<file path="src/sgtt_pkg.sv">
/*
 Package for the stop-grant and thermal-trip controller: states and constants.
 Assumes a single 25 MHz bus clock domain.
*/
package sgtt_pkg;
  typedef enum logic [1:0] {
    SGTT_RUN,
    SGTT_STOPGRANT,
    SGTT_SLEEP,
    SGTT_RESUME
  } sgtt_state_e;

  localparam int unsigned SYNC_STAGES = 2;
  localparam int unsigned CLK_PERIOD_NS = 40;
  // Junction trip level in degrees C, sensed by the analog sensor outside
  localparam int unsigned TRIP_LEVEL_C = 135;
  // Units behind the clock gates: bus, interrupt controller, then core units
  localparam int unsigned UNIT_BUS = 0;
  localparam int unsigned UNIT_INTC = 1;
  localparam int unsigned NUM_UNITS_DEF = 4;
  localparam int unsigned IRQ_WIDTH_DEF = 4;
  localparam logic [0:0] ACK_PULSE = 1'h1;
endpackage

</file>
<file path="src/sgtt_sync.sv">
/*
 Two-flop synchroniser for asynchronous level inputs, one per bit.
 Assumes inputs come from outside the i_clk domain.
*/
module sgtt_sync #(
  parameter int unsigned WIDTH = 1,
  parameter logic [0:0] RESET_VAL = 1'h1
) (
  input wire logic i_clk,
  input wire logic i_rstn,
  input wire logic [WIDTH-1:0] i_async,
  output logic [WIDTH-1:0] o_sync
);
  logic [WIDTH-1:0] meta_q;
  logic [WIDTH-1:0] sync_q;

  if (WIDTH < 1) begin
    $error("sgtt_sync: WIDTH must be at least 1");
  end

  always_ff @(posedge i_clk) begin
    if (!i_rstn) begin
      meta_q <= {WIDTH{RESET_VAL}};
      sync_q <= {WIDTH{RESET_VAL}};
    end else begin
      meta_q <= i_async;
      sync_q <= meta_q;
    end
  end

  assign o_sync = sync_q;
endmodule

</file>
<file path="src/sgtt_ctrl.sv">
/*
 Stop-grant / sleep sequencer and latched thermal-trip output.
 Assumes the clock-stop, sleep and trip-sensor inputs are asynchronous pins,
 the bus interface issues the acknowledge transaction on o_sg_ack_req, and
 i_rstn is the system reset, synchronous to the bus clock.
*/
// Functional notes
// - Clock-stop request asserted: enter stop-grant and request the acknowledge transaction.
// - In stop-grant only bus and interrupt-controller unit clocks keep running.
// - In stop-grant snooping stays enabled and interrupts are latched pending.
// - On release: restart all clocks, service latched interrupts, then resume execution.
// - Clock-stop is asynchronous and never touches the external bus clock.
// - Sensor trip above about 135 C halts execution and asserts trip output low.
// - Trip output and halt stay latched until system reset becomes active.
// - Reset clears trip only when sensor no longer trips; otherwise it persists.
// - Sleep request in stop-grant enters sleep: all unit clocks off, no snoops.
// - Sleep release returns to stop-grant and restarts bus and interrupt clocks.
module sgtt_ctrl #(
  parameter int unsigned NUM_UNITS = sgtt_pkg::NUM_UNITS_DEF,
  parameter int unsigned IRQ_WIDTH = sgtt_pkg::IRQ_WIDTH_DEF
) (
  input wire logic i_clk,
  input wire logic i_rstn,
  input wire logic i_clock_stop_request_n,
  input wire logic i_sleep_request_n,
  input wire logic i_trip_sensor,
  input wire logic [IRQ_WIDTH-1:0] i_irq,
  input wire logic i_irq_taken,
  output logic o_thermal_shutdown_n,
  output logic o_sg_ack_req,
  output logic [NUM_UNITS-1:0] o_unit_clk_en,
  output logic o_snoop_en,
  output logic o_exec_en,
  output logic [IRQ_WIDTH-1:0] o_irq_pending
);
  // Refuse sizes that the unit mask and the interrupt logic cannot serve
  if (NUM_UNITS < 3) begin
    $error("sgtt_ctrl: NUM_UNITS must cover bus, intc and one core unit");
  end
  if (IRQ_WIDTH < 1) begin
    $error("sgtt_ctrl: IRQ_WIDTH must be at least 1");
  end

  logic stop_n_s;
  logic sleep_n_s;
  logic trip_s;
  logic [1:0] req_s;
  sgtt_pkg::sgtt_state_e state_q;
  sgtt_pkg::sgtt_state_e state_d;
  logic trip_q;
  logic ack_q;
  logic [IRQ_WIDTH-1:0] pend_q;
  logic [NUM_UNITS-1:0] clk_en_q;
  logic snoop_q;
  logic exec_q;

  // Pins into the bus clock domain; the bus clock itself is never gated here
  sgtt_sync #(.WIDTH(2), .RESET_VAL(1'h1)) u_sync_req (
    .i_clk(i_clk),
    .i_rstn(i_rstn),
    .i_async({i_clock_stop_request_n, i_sleep_request_n}),
    .o_sync(req_s)
  );

  assign stop_n_s = req_s[1];
  assign sleep_n_s = req_s[0];

  // Sensor sync keeps sampling through reset so the latch sees the live sensor
  sgtt_sync #(.WIDTH(1), .RESET_VAL(1'h0)) u_sync_trip (
    .i_clk(i_clk),
    .i_rstn(1'h1),
    .i_async(i_trip_sensor),
    .o_sync(trip_s)
  );

  function automatic logic [NUM_UNITS-1:0] unit_mask(input sgtt_pkg::sgtt_state_e st,
                                                     input logic halted);
    logic [NUM_UNITS-1:0] m;
    m = '0;
    case (st)
      sgtt_pkg::SGTT_RUN, sgtt_pkg::SGTT_RESUME: m = halted ? '0 : '1;
      sgtt_pkg::SGTT_STOPGRANT: begin
        m[sgtt_pkg::UNIT_BUS] = 1'h1;
        m[sgtt_pkg::UNIT_INTC] = 1'h1;
      end
      sgtt_pkg::SGTT_SLEEP: m = '0;
      default: m = '0;
    endcase
    return m;
  endfunction

  // Sequencer
  always_comb begin
    state_d = state_q;
    case (state_q)
      sgtt_pkg::SGTT_RUN: begin
        if (!stop_n_s) state_d = sgtt_pkg::SGTT_STOPGRANT;
      end
      sgtt_pkg::SGTT_STOPGRANT: begin
        if (!sleep_n_s) state_d = sgtt_pkg::SGTT_SLEEP;
        else if (stop_n_s) state_d = sgtt_pkg::SGTT_RESUME;
      end
      sgtt_pkg::SGTT_SLEEP: begin
        if (sleep_n_s) state_d = sgtt_pkg::SGTT_STOPGRANT;
      end
      sgtt_pkg::SGTT_RESUME: begin
        if (!stop_n_s) state_d = sgtt_pkg::SGTT_STOPGRANT;
        else if (pend_q == '0) state_d = sgtt_pkg::SGTT_RUN;
      end
      default: state_d = sgtt_pkg::SGTT_RUN;
    endcase
  end

  always_ff @(posedge i_clk) begin
    if (!i_rstn) state_q <= sgtt_pkg::SGTT_RUN;
    else state_q <= state_d;
  end

  // One-cycle request for the acknowledge transaction on stop-grant entry from run or resume
  always_ff @(posedge i_clk) begin
    if (!i_rstn) ack_q <= 1'h0;
    else ack_q <= (state_q == sgtt_pkg::SGTT_RUN || state_q == sgtt_pkg::SGTT_RESUME) &&
                  state_d == sgtt_pkg::SGTT_STOPGRANT;
  end

  // Thermal latch: sets on trip, clears only while reset sees a cool sensor
  always_ff @(posedge i_clk) begin
    if (!i_rstn) trip_q <= trip_s;
    else if (trip_s) trip_q <= 1'h1;
  end

  // Pending interrupts: latched outside sleep, set wins over service
  always_ff @(posedge i_clk) begin
    if (!i_rstn) begin
      pend_q <= '0;
    end else begin
      for (int i = 0; i < IRQ_WIDTH; i++) begin
        if (state_q != sgtt_pkg::SGTT_SLEEP && i_irq[i]) pend_q[i] <= 1'h1;
        else if (i_irq_taken && state_q != sgtt_pkg::SGTT_STOPGRANT &&
                 state_q != sgtt_pkg::SGTT_SLEEP && !trip_q &&
                 pend_q[i] && ((pend_q & ((IRQ_WIDTH'(1) << i) - 1'b1)) == '0))
          pend_q[i] <= 1'h0;
      end
    end
  end

  // Clock gates, snoop enable and execution enable
  always_ff @(posedge i_clk) begin
    if (!i_rstn) begin
      clk_en_q <= '1;
      snoop_q <= 1'h1;
      exec_q <= 1'h0;
    end else begin
      clk_en_q <= unit_mask(state_d, trip_q | trip_s);
      snoop_q <= state_d != sgtt_pkg::SGTT_SLEEP;
      exec_q <= state_d == sgtt_pkg::SGTT_RUN && !(trip_q | trip_s);
    end
  end

  assign o_thermal_shutdown_n = ~trip_q;
  assign o_sg_ack_req = ack_q;
  assign o_unit_clk_en = clk_en_q;
  assign o_snoop_en = snoop_q;
  assign o_exec_en = exec_q;
  assign o_irq_pending = pend_q;

  // Checks
  AST_ACK_ON_ENTRY: assert property (@(posedge i_clk) disable iff (!i_rstn)
    $rose(state_q == sgtt_pkg::SGTT_STOPGRANT) && $past(state_q) != sgtt_pkg::SGTT_SLEEP
    |-> o_sg_ack_req)
    else $error("no acknowledge on stop-grant entry");
  AST_SG_GATES: assert property (@(posedge i_clk) disable iff (!i_rstn)
    state_q == sgtt_pkg::SGTT_STOPGRANT && $stable(state_q) |->
    o_unit_clk_en[sgtt_pkg::UNIT_BUS] && o_unit_clk_en[sgtt_pkg::UNIT_INTC] &&
    o_unit_clk_en[NUM_UNITS-1] == 1'h0 && !o_exec_en)
    else $error("wrong unit clocks in stop-grant");
  AST_SG_LATCH_IRQ: assert property (@(posedge i_clk) disable iff (!i_rstn)
    state_q == sgtt_pkg::SGTT_STOPGRANT && i_irq[0] |=> o_irq_pending[0])
    else $error("interrupt lost in stop-grant");
  AST_RESUME_ORDER: assert property (@(posedge i_clk) disable iff (!i_rstn)
    o_exec_en |-> o_irq_pending == '0 || $past(o_exec_en))
    else $error("execution resumed with interrupts pending");
  AST_TRIP_HALT: assert property (@(posedge i_clk) disable iff (!i_rstn)
    trip_s |=> !o_exec_en ##1 !o_thermal_shutdown_n)
    else $error("trip did not halt and signal");
  AST_TRIP_HOLD: assert property (@(posedge i_clk) disable iff (!i_rstn)
    !o_thermal_shutdown_n |=> !o_thermal_shutdown_n && !o_exec_en)
    else $error("trip output released without reset");
  AST_RESET_CLEAR: assert property (@(posedge i_clk)
    !i_rstn && !trip_s |=> o_thermal_shutdown_n)
    else $error("reset with cool sensor left trip set");
  AST_RESET_HOT: assert property (@(posedge i_clk)
    !i_rstn && trip_s |=> !o_thermal_shutdown_n)
    else $error("reset with hot sensor released trip output");
  AST_SLEEP_OFF: assert property (@(posedge i_clk) disable iff (!i_rstn)
    state_q == sgtt_pkg::SGTT_SLEEP && $stable(state_q) |-> o_unit_clk_en == '0 && !o_snoop_en)
    else $error("clocks or snoop running in sleep");
  AST_SLEEP_EXIT: assert property (@(posedge i_clk) disable iff (!i_rstn)
    state_q == sgtt_pkg::SGTT_SLEEP && sleep_n_s |=> state_q == sgtt_pkg::SGTT_STOPGRANT)
    else $error("sleep not left on release");
  AST_SYNC_LAT: assert property (@(posedge i_clk) disable iff (!i_rstn)
    state_q == sgtt_pkg::SGTT_RUN && $past(i_clock_stop_request_n)
    |=> state_q == sgtt_pkg::SGTT_RUN)
    else $error("clock-stop used before synchronisation");

  // Acknowledge width, snoop in stop-grant, interrupts frozen in sleep
  AST_ACK_ONE: assert property (@(posedge i_clk) disable iff (!i_rstn)
    o_sg_ack_req |=> !o_sg_ack_req)
    else $error("acknowledge request longer than one cycle");
  AST_SNOOP_SG: assert property (@(posedge i_clk) disable iff (!i_rstn)
    state_q == sgtt_pkg::SGTT_STOPGRANT |-> o_snoop_en)
    else $error("snooping off in stop-grant");
  AST_SLEEP_HOLD: assert property (@(posedge i_clk) disable iff (!i_rstn)
    state_q == sgtt_pkg::SGTT_SLEEP |=> $stable(o_irq_pending))
    else $error("pending interrupts changed in sleep");

  COV_STOPGRANT: cover property (@(posedge i_clk) disable iff (!i_rstn)
    state_q == sgtt_pkg::SGTT_STOPGRANT ##[1:50] state_q == sgtt_pkg::SGTT_RUN);
  COV_SLEEP: cover property (@(posedge i_clk) disable iff (!i_rstn)
    state_q == sgtt_pkg::SGTT_SLEEP ##[1:50] state_q == sgtt_pkg::SGTT_STOPGRANT);
  COV_REENTRY: cover property (@(posedge i_clk) disable iff (!i_rstn)
    state_q == sgtt_pkg::SGTT_RESUME ##1 state_q == sgtt_pkg::SGTT_STOPGRANT);
  COV_TRIP: cover property (@(posedge i_clk) $fell(o_thermal_shutdown_n));
  COV_TRIP_CLEAR: cover property (@(posedge i_clk) $rose(o_thermal_shutdown_n));
endmodule

</file>
<file path="config.mk">
export PLATFORM = sky130hd
export DESIGN_NAME = sgtt_ctrl
export DESIGN_NICKNAME = d
export VERILOG_FILES = /design/src/sgtt_pkg.sv /design/src/sgtt_sync.sv /design/src/sgtt_ctrl.sv
export SDC_FILE = /design/constraint.sdc
export NUM_CORES = 1
export LEC_CHECK = 0
export ABC_AREA = 1
export BUFFER_PORTS_ARGS = -buffer_cell sky130_fd_sc_hd__buf_2
export CAP_MARGIN = 30
export CORE_MARGIN = 10
export CORE_UTILIZATION = 40
export CTS_BUF_LIST = sky130_fd_sc_hd__clkbuf_2
export DETAILED_ROUTE_END_ITERATION = 10
export SYNTH_ARGS = -nofsm -noshare
export SYNTH_HDL_FRONTEND = slang
export SYNTH_SLANG_ARGS = --single-unit
</file>
<file path="constraint.sdc">
create_clock -name i_clk -period 2.3 [get_ports i_clk]
set_clock_uncertainty 0.2 [all_clocks]
set_input_delay 0.46 -clock i_clk [delete_from_list [all_inputs] [get_ports i_clk]]
set_output_delay 0.46 -clock i_clk [all_outputs]
set_load 0.05 [all_outputs]
</file>
# Word-level counts from Yosys, hierarchy flattened
# Index checks and enable logic that the tools add are counted.
# W data, S select, Z words.
classes:
  muxes: 20
  n_eq_ne: 10
  n_bitwise: 2
  reduce_logical: 30
op_table:
  columns: ["op", "count"]
  rows:
  - ["$logic_and A1 B1 Y1", 16]
  - ["$logic_not A4 Y1", 4]
  - ["$mux W2", 7]
  - ["$mux W1", 10]
  - ["$eq A2 B2 Y1 const B", 4]
  - ["$pmux W2 S4", 1]
  - ["$reduce_bool A2 Y1", 4]
  - ["$pmux W2 S3", 1]
  - ["$eq A2 B1 Y1 const B", 2]
  - ["$logic_not A2 Y1", 2]
  - ["$mux W4", 1]
  - ["$ne A2 B1 Y1 const B", 2]
  - ["$ne A2 B2 Y1 const B", 2]
  - ["$logic_not A1 Y1", 2]
  - ["$reduce_or A2 Y1", 1]
  - ["$logic_or A1 B1 Y1", 1]
  - ["$not A1 Y1", 1]
  - ["$or A1 B1 Y1", 1]
word_totals:
  regBits: 20

# Logic depth before layout (Yosys ltp)
logic_depth:
  ltp_word: 8
  ltp_mapped: 11
  mapped_depth_nobuf: 11

# Cells and area by module
# From an unflattened synthesis, not the netlist that was laid out.
unflattened:
  hier_cells: 109
  area_unflattened_um2: 827.0
by_module_without_submodules:
  columns: ["mod", "cells_per_inst", "area_each_um2", "seq_area_each_um2", "n_inst"]
  rows:
  - ["sgtt_ctrl", 91, 661.9, 250.2, 1]
  - ["sgtt_sync (u_sync_req)", 12, 110.1, 80.1, 1]
  - ["sgtt_sync (u_sync_trip)", 6, 55.1, 40.0, 1]

# Worst setup path after synthesis
# Ideal clock, no wire load.
synth_path:
  path_type: "reg-to-reg"
  startpoint: "reg pend_q[0] (netlist: o_irq_pending[0])"
  endpoint: "reg clk_en_q[1] (netlist: o_unit_clk_en[1])"
  synth_period_minus_slack_ns: 1.935
  path_buffers: 0
  setup_time_ns: 0.121
  t_required_ns: 1.979
  path_stages_with_launch: 11
  slack_ns: 0.365
  arrival_time_ns: 1.615
  cell_sequence: "dfxtp_1 -> nor2_1 -> nand2_1 -> nand2_1 -> nand2_1 -> nand2_1 -> nand2_1 -> nand2_2 -> ha_1 -> a31oi_1 -> o21ai_1"
synth_via:
  elab_chain_cells: 7
  elab_cells_between_ends: 10
synth_lines:
  columns: ["item", "line", "source"]
  rows:
  - ["start: declaration", "sgtt_ctrl.sv:52", "logic [IRQ_WIDTH-1:0] pend_q;"]
  - ["start signal: assignment", "sgtt_ctrl.sv:135", "pend_q <= '0;"]
  - ["start signal: indexed assignment", "sgtt_ctrl.sv:138", "if (state_q != sgtt_pkg::SGTT_SLEEP && i_irq[i]) pend_q[i] <= 1'h1;"]
  - ["start signal: indexed assignment", "sgtt_ctrl.sv:142", "pend_q[i] <= 1'h0;"]
  - ["$logic_not A4 Y1 *", "sgtt_ctrl.sv:108", "else if (pend_q == '0) state_d = sgtt_pkg::SGTT_RUN;"]
  - ["$mux W2 *", "sgtt_ctrl.sv:108", null]
  - ["$mux W2 *", "sgtt_ctrl.sv:107", "if (!stop_n_s) state_d = sgtt_pkg::SGTT_STOPGRANT;"]
  - ["$pmux W2 S4 *", "sgtt_ctrl.sv:95", "case (state_q)"]
  - ["$eq A2 B2 Y1 / $logic_not A2 Y1 (equally long branches)", "sgtt_ctrl.sv:80", "case (st)"]
  - ["$reduce_or A2 Y1", "sgtt_ctrl.sv:80", null]
  - ["$pmux W2 S3 *", "sgtt_ctrl.sv:80", null]
  - ["end signal: assignment", "sgtt_ctrl.sv:154", "clk_en_q <= unit_mask(state_d, trip_q | trip_s);"]
  - ["end: declaration", "sgtt_ctrl.sv:53", "logic [NUM_UNITS-1:0] clk_en_q;"]
# Every way passes the cells marked *; elsewhere a longest branch is shown, timed or not.
# A chain may end at the register's enable or synchronous reset.

# Final worst setup path
layout_path:
  startpoint: "reg state_q[0]"
  endpoint: "reg clk_en_q[1] (netlist: o_unit_clk_en[1])"
layout_via:
  elab_chain_cells: 6
  elab_cells_between_ends: 17
layout_lines:
  columns: ["item", "line", "source"]
  rows:
  - ["start: declaration", "sgtt_ctrl.sv:48", "sgtt_pkg::sgtt_state_e state_q;"]
  - ["start signal: assignment", "sgtt_ctrl.sv:115", "if (!i_rstn) state_q <= sgtt_pkg::SGTT_RUN;"]
  - ["start signal: assignment", "sgtt_ctrl.sv:116", "else state_q <= state_d;"]
  - ["$mux W2 (on tied branches)", "sgtt_ctrl.sv:108, sgtt_ctrl.sv:101", null]
  - ["$mux W2 (on tied branches)", "sgtt_ctrl.sv:107, sgtt_ctrl.sv:100", null]
  - ["$pmux W2 S4 *", "sgtt_ctrl.sv:95", null]
  - ["$eq A2 B2 Y1 / $logic_not A2 Y1 (equally long branches)", "sgtt_ctrl.sv:80", null]
  - ["$reduce_or A2 Y1", "sgtt_ctrl.sv:80", null]
  - ["$pmux W2 S3 *", "sgtt_ctrl.sv:80", null]
# Marked as above.

==> flow_summary_export.csv <==
group,metric,value,unit
detailed_routing,drt_iter0_drc,28,
worst_setup_path,cp_slowest_cell,"dfxtp_1",
power,peakVddDrop,0.000392,V
synth,ys_top_cells_by_area,"dfxtp_1 42%, ha_1 11%, nand2_1 9.8%",
min_path,hold_path_end,"u_sync_trip.meta_q",
detailed_routing,drc,0,
detailed_routing,final_antenna_net_count,0,
floorplanning,ios,22,
power,total_power,0.675,mW
detailed_routing,dr_total_vias,662,
synth,synth_cells,100,
global_routing,grt_start_max_net_pins,14,
cts,post-cts-setup-buffers,0,
cells_and_area,drive_gt1_share,30.3,%
status,outcome,"finished clean",
synth,synth_edf_count,1,
sta,setup_violations,0,
global_routing,grt_pass1_wl,2820,um
worst_setup_path,slowest_delay,0.42,ns
detailed_routing,via_per_inst,4.44,
min_path,min_path_type,"input pin to flop",
global_routing,antenna_found_initial,0,
worst_setup_path,worstReg2RegStart,"state_q[0]",
sta,fin_setup_tns,0,ns
sta,max_slew_margin,74.0,%
worst_setup_path,crit_chain,"inv_1 > ha_1 > inv_2 > nand3_1 > a21oi_1 > nand2_1 > nand2_2 > ha_1 > a31oi_1 > o21ai_1",
cts,htreeDepth,1,
synth,ys_types,23,
run,cap_violations,0,
power,power_density,715,nW/um^2
cells_and_area,diodes,0,
sta,rsz0062_at_grt,"false",
placement,gp_congestion,0.825,
cells_and_area,nets,140,
worst_setup_path,cp-end-kind,"flop",
detailed_routing,wl_per_cell,10.4,um
sta,drv_slew,0,
cts,cts.sinks,18,
cts,clk_path_buf_depth,2,
detailed_routing,drtPass1Iterations,4,
cells_and_area,synthToLayoutAreaGrowth,17.1,%
min_path,min-delay-start,"i_trip_sensor",
cts,cts_buffers,3,
floorplanning,dieArea,4210,um^2
worst_setup_path,worstPathRequired,2.30,ns
floorplanning,fp-row-count,16,
synth,yosysWarnings,0,
worst_setup_path,worstRegToRegCells,10,
min_path,min_path_cells,1,
synth,synth_fp_nets,117,
power,p_leak,0.492,nW
worst_setup_path,reg2reg_to,"o_unit_clk_en[1]",
placement,port_buffers,21,
cts,clk_latency,0.28,ns
global_routing,grt-ovfl-total,0,
global_routing,grt_usage,8.12,%
detailed_routing,drt-total-wl,1540,um
cts,cts_root_buffer,"clkbuf_2",
placement,post-dp-hpwl,1270,um
synth,ys_async_sr_fraction,0,%
worst_setup_path,reg2reg_setup_slack,0.26,ns
cts,cts_resized,0,
sta,worst_slew_pin_slew,0.390,ns
floorplanning,die_x,64.9,um
synth,syn_area,806,um^2
worst_setup_path,path_class,"flop to flop",
floorplanning,die-height,64.9,um
worst_setup_path,crit_path_frequent_cell,"ha_1",
worst_setup_path,cp.arrival,2.04,ns
cts,hold_buffers,0,
worst_setup_path,worstPathMaxFanout,7,
cells_and_area,fill_cells,200,
cts,clk_pin_slew,0.16,ns
floorplanning,core,1940,um^2
synth,syn_avg_cell_area,8.06,um^2
synth,ys.flop_type,"dfxtp_1",
worst_setup_path,worst_setup_path_start_kind,"flop",
cts,cts_tree,"built",
floorplanning,start_util,41.5,%
sta,finalHoldViolCount,0,
synth,yosys.area.top_type,"dfxtp_1",
synth,ys_ff_latch,18,
sta,fmax,489,MHz
global_routing,grt_pass1_vias,704,
sta,finalCritPeriodShare,88.9,%
sta,min_period,2.04,ns
synth,synth_top_area_share,42.2,%
synth,ys_seq_area_share,46.0,%
## state kept, by name, indices dropped and copies added, names as in the netlist
name	count
state_q	2
u_sync_trip.o_sync	1
o_snoop_en	1
o_unit_clk_en	2
u_sync_req.o_sync	2
trip_q	1
o_irq_pending	4
o_sg_ack_req	1
u_sync_trip.meta_q	1
o_exec_en	1
u_sync_req.meta_q	2
## per-stage QoR
step | utilization, % | hold WS, ns | worst slack [ns] | area, um^2 | std cells
2_1_floorplan | - | 0.110 | 0.365 | 806 | 100
3_3_place_gp | 47.6 | 0.118 | 0.323 | 925 | 145
3_5_place_dp | 47.6 | 0.120 | 0.282 | 925 | 145
4_1_cts | 48.6 | 0.0444 | 0.245 | 943 | 149
5_1_grt | 48.6 | 0.0199 | 0.156 | 943 | 149
6_report | 48.6 | 0.0591 | 0.256 | 943 | 149
## cell families (layout without fill, tap and decap cells)
kind of cell             after synthesis  after routing  share of synthesized area [%]
AND/OR/NAND/NOR                       45             45                           25.8
buffers and inverters                 20             42                           10.4
flip-flops                            18             18                           46.0
AO/OA/AOI/OAI                         10             10                           6.99
adder cells (fa/ha/maj)                7              7                           10.9
## worst max-delay path, delay by kind of cell (launching register included)
| kind | cells | cell delay [ns] |
|---|---|---|
| AOI/OAI and AO/OA | 3 | 0.37 |
| adders and majority gates | 2 | 0.48 |
| buffers and inverters | 2 | 0.22 |
| DFF | 1 | 0.42 |
| and+or+nand+nor | 3 | 0.26 |
## layer usage
layer | up-vias | part of all wire (%) | GRT usage [%]
met1 | 287 | 44 | 8.51
li1 | 351 | - | -
met3 | 4 | 8.7 | 3.95
met4 | 0 | 1.4 | 3.21
met5 | - | 0 | 0
met2 | 20 | 46 | 13.7
## cells in the mapped netlist (3+ instances only)
master / n
nor2_2: 3
nor3_1: 3
nand3_1: 3
inv_2: 4
dfxtp_1: 17
inv_1: 13
nor2_1: 6
ha_1: 7
nand2_1: 21
a21oi_1: 4
nand2_2: 3
or2_2: 3
## cell usage in the layout (no fill, tap or decap)
cell type	instances
edfxtp_1	1
or2_1	1
nand2_2	3
o21ai_1	2
a21oi_1	4
nor2_1	6
inv_2	4
clkbuf_2	3
nand4_1	1
nor2_2	3
ha_1	7
or2_2	3
nand3_1	3
inv_1	13
nand2_1	21
a31oi_1	1
nand3b_1	1
dfxtp_1	17
nor3_1	3
o31ai_1	1
a21boi_1	1
clkinv_1	1
buf_2	21
o21ai_0	1
## power breakdown
part / switching, mW / internal (mW) / total, mW
combinational: 0.139 / 0.0573 / 0.196
sequential: 0.0146 / 0.338 / 0.353
clock: 0.0878 / 0.0378 / 0.126
total: 0.241 / 0.433 / 0.675
## worst max-delay path by stage
stage | from | depth (start not counted) | to | slack [ns]
after detailed placement | state_q[0] | 10 | o_unit_clk_en[1] | 0.28
final | state_q[0] | 10 | o_unit_clk_en[1] | 0.26
after global routing | state_q[0] | 10 | o_unit_clk_en[1] | 0.16
after floorplan | o_irq_pending[0] | 10 | o_unit_clk_en[1] | 0.36
after global placement | state_q[0] | 10 | o_unit_clk_en[1] | 0.32
after CTS | state_q[0] | 10 | o_unit_clk_en[1] | 0.24
## final cells by class
type,instances,area [um^2],share of cell area [%]
multi-input cells,62,352,37.3
well taps,27,33.8,3.58
clock inverters,1,3.75,0.398
inverters,17,63.8,6.76
clock buffers,3,15.0,1.59
repair buffers,21,105,11.1
flip-flops and latches,18,370,39.3
No activity file was read; power rests on OpenSTA's default activity.
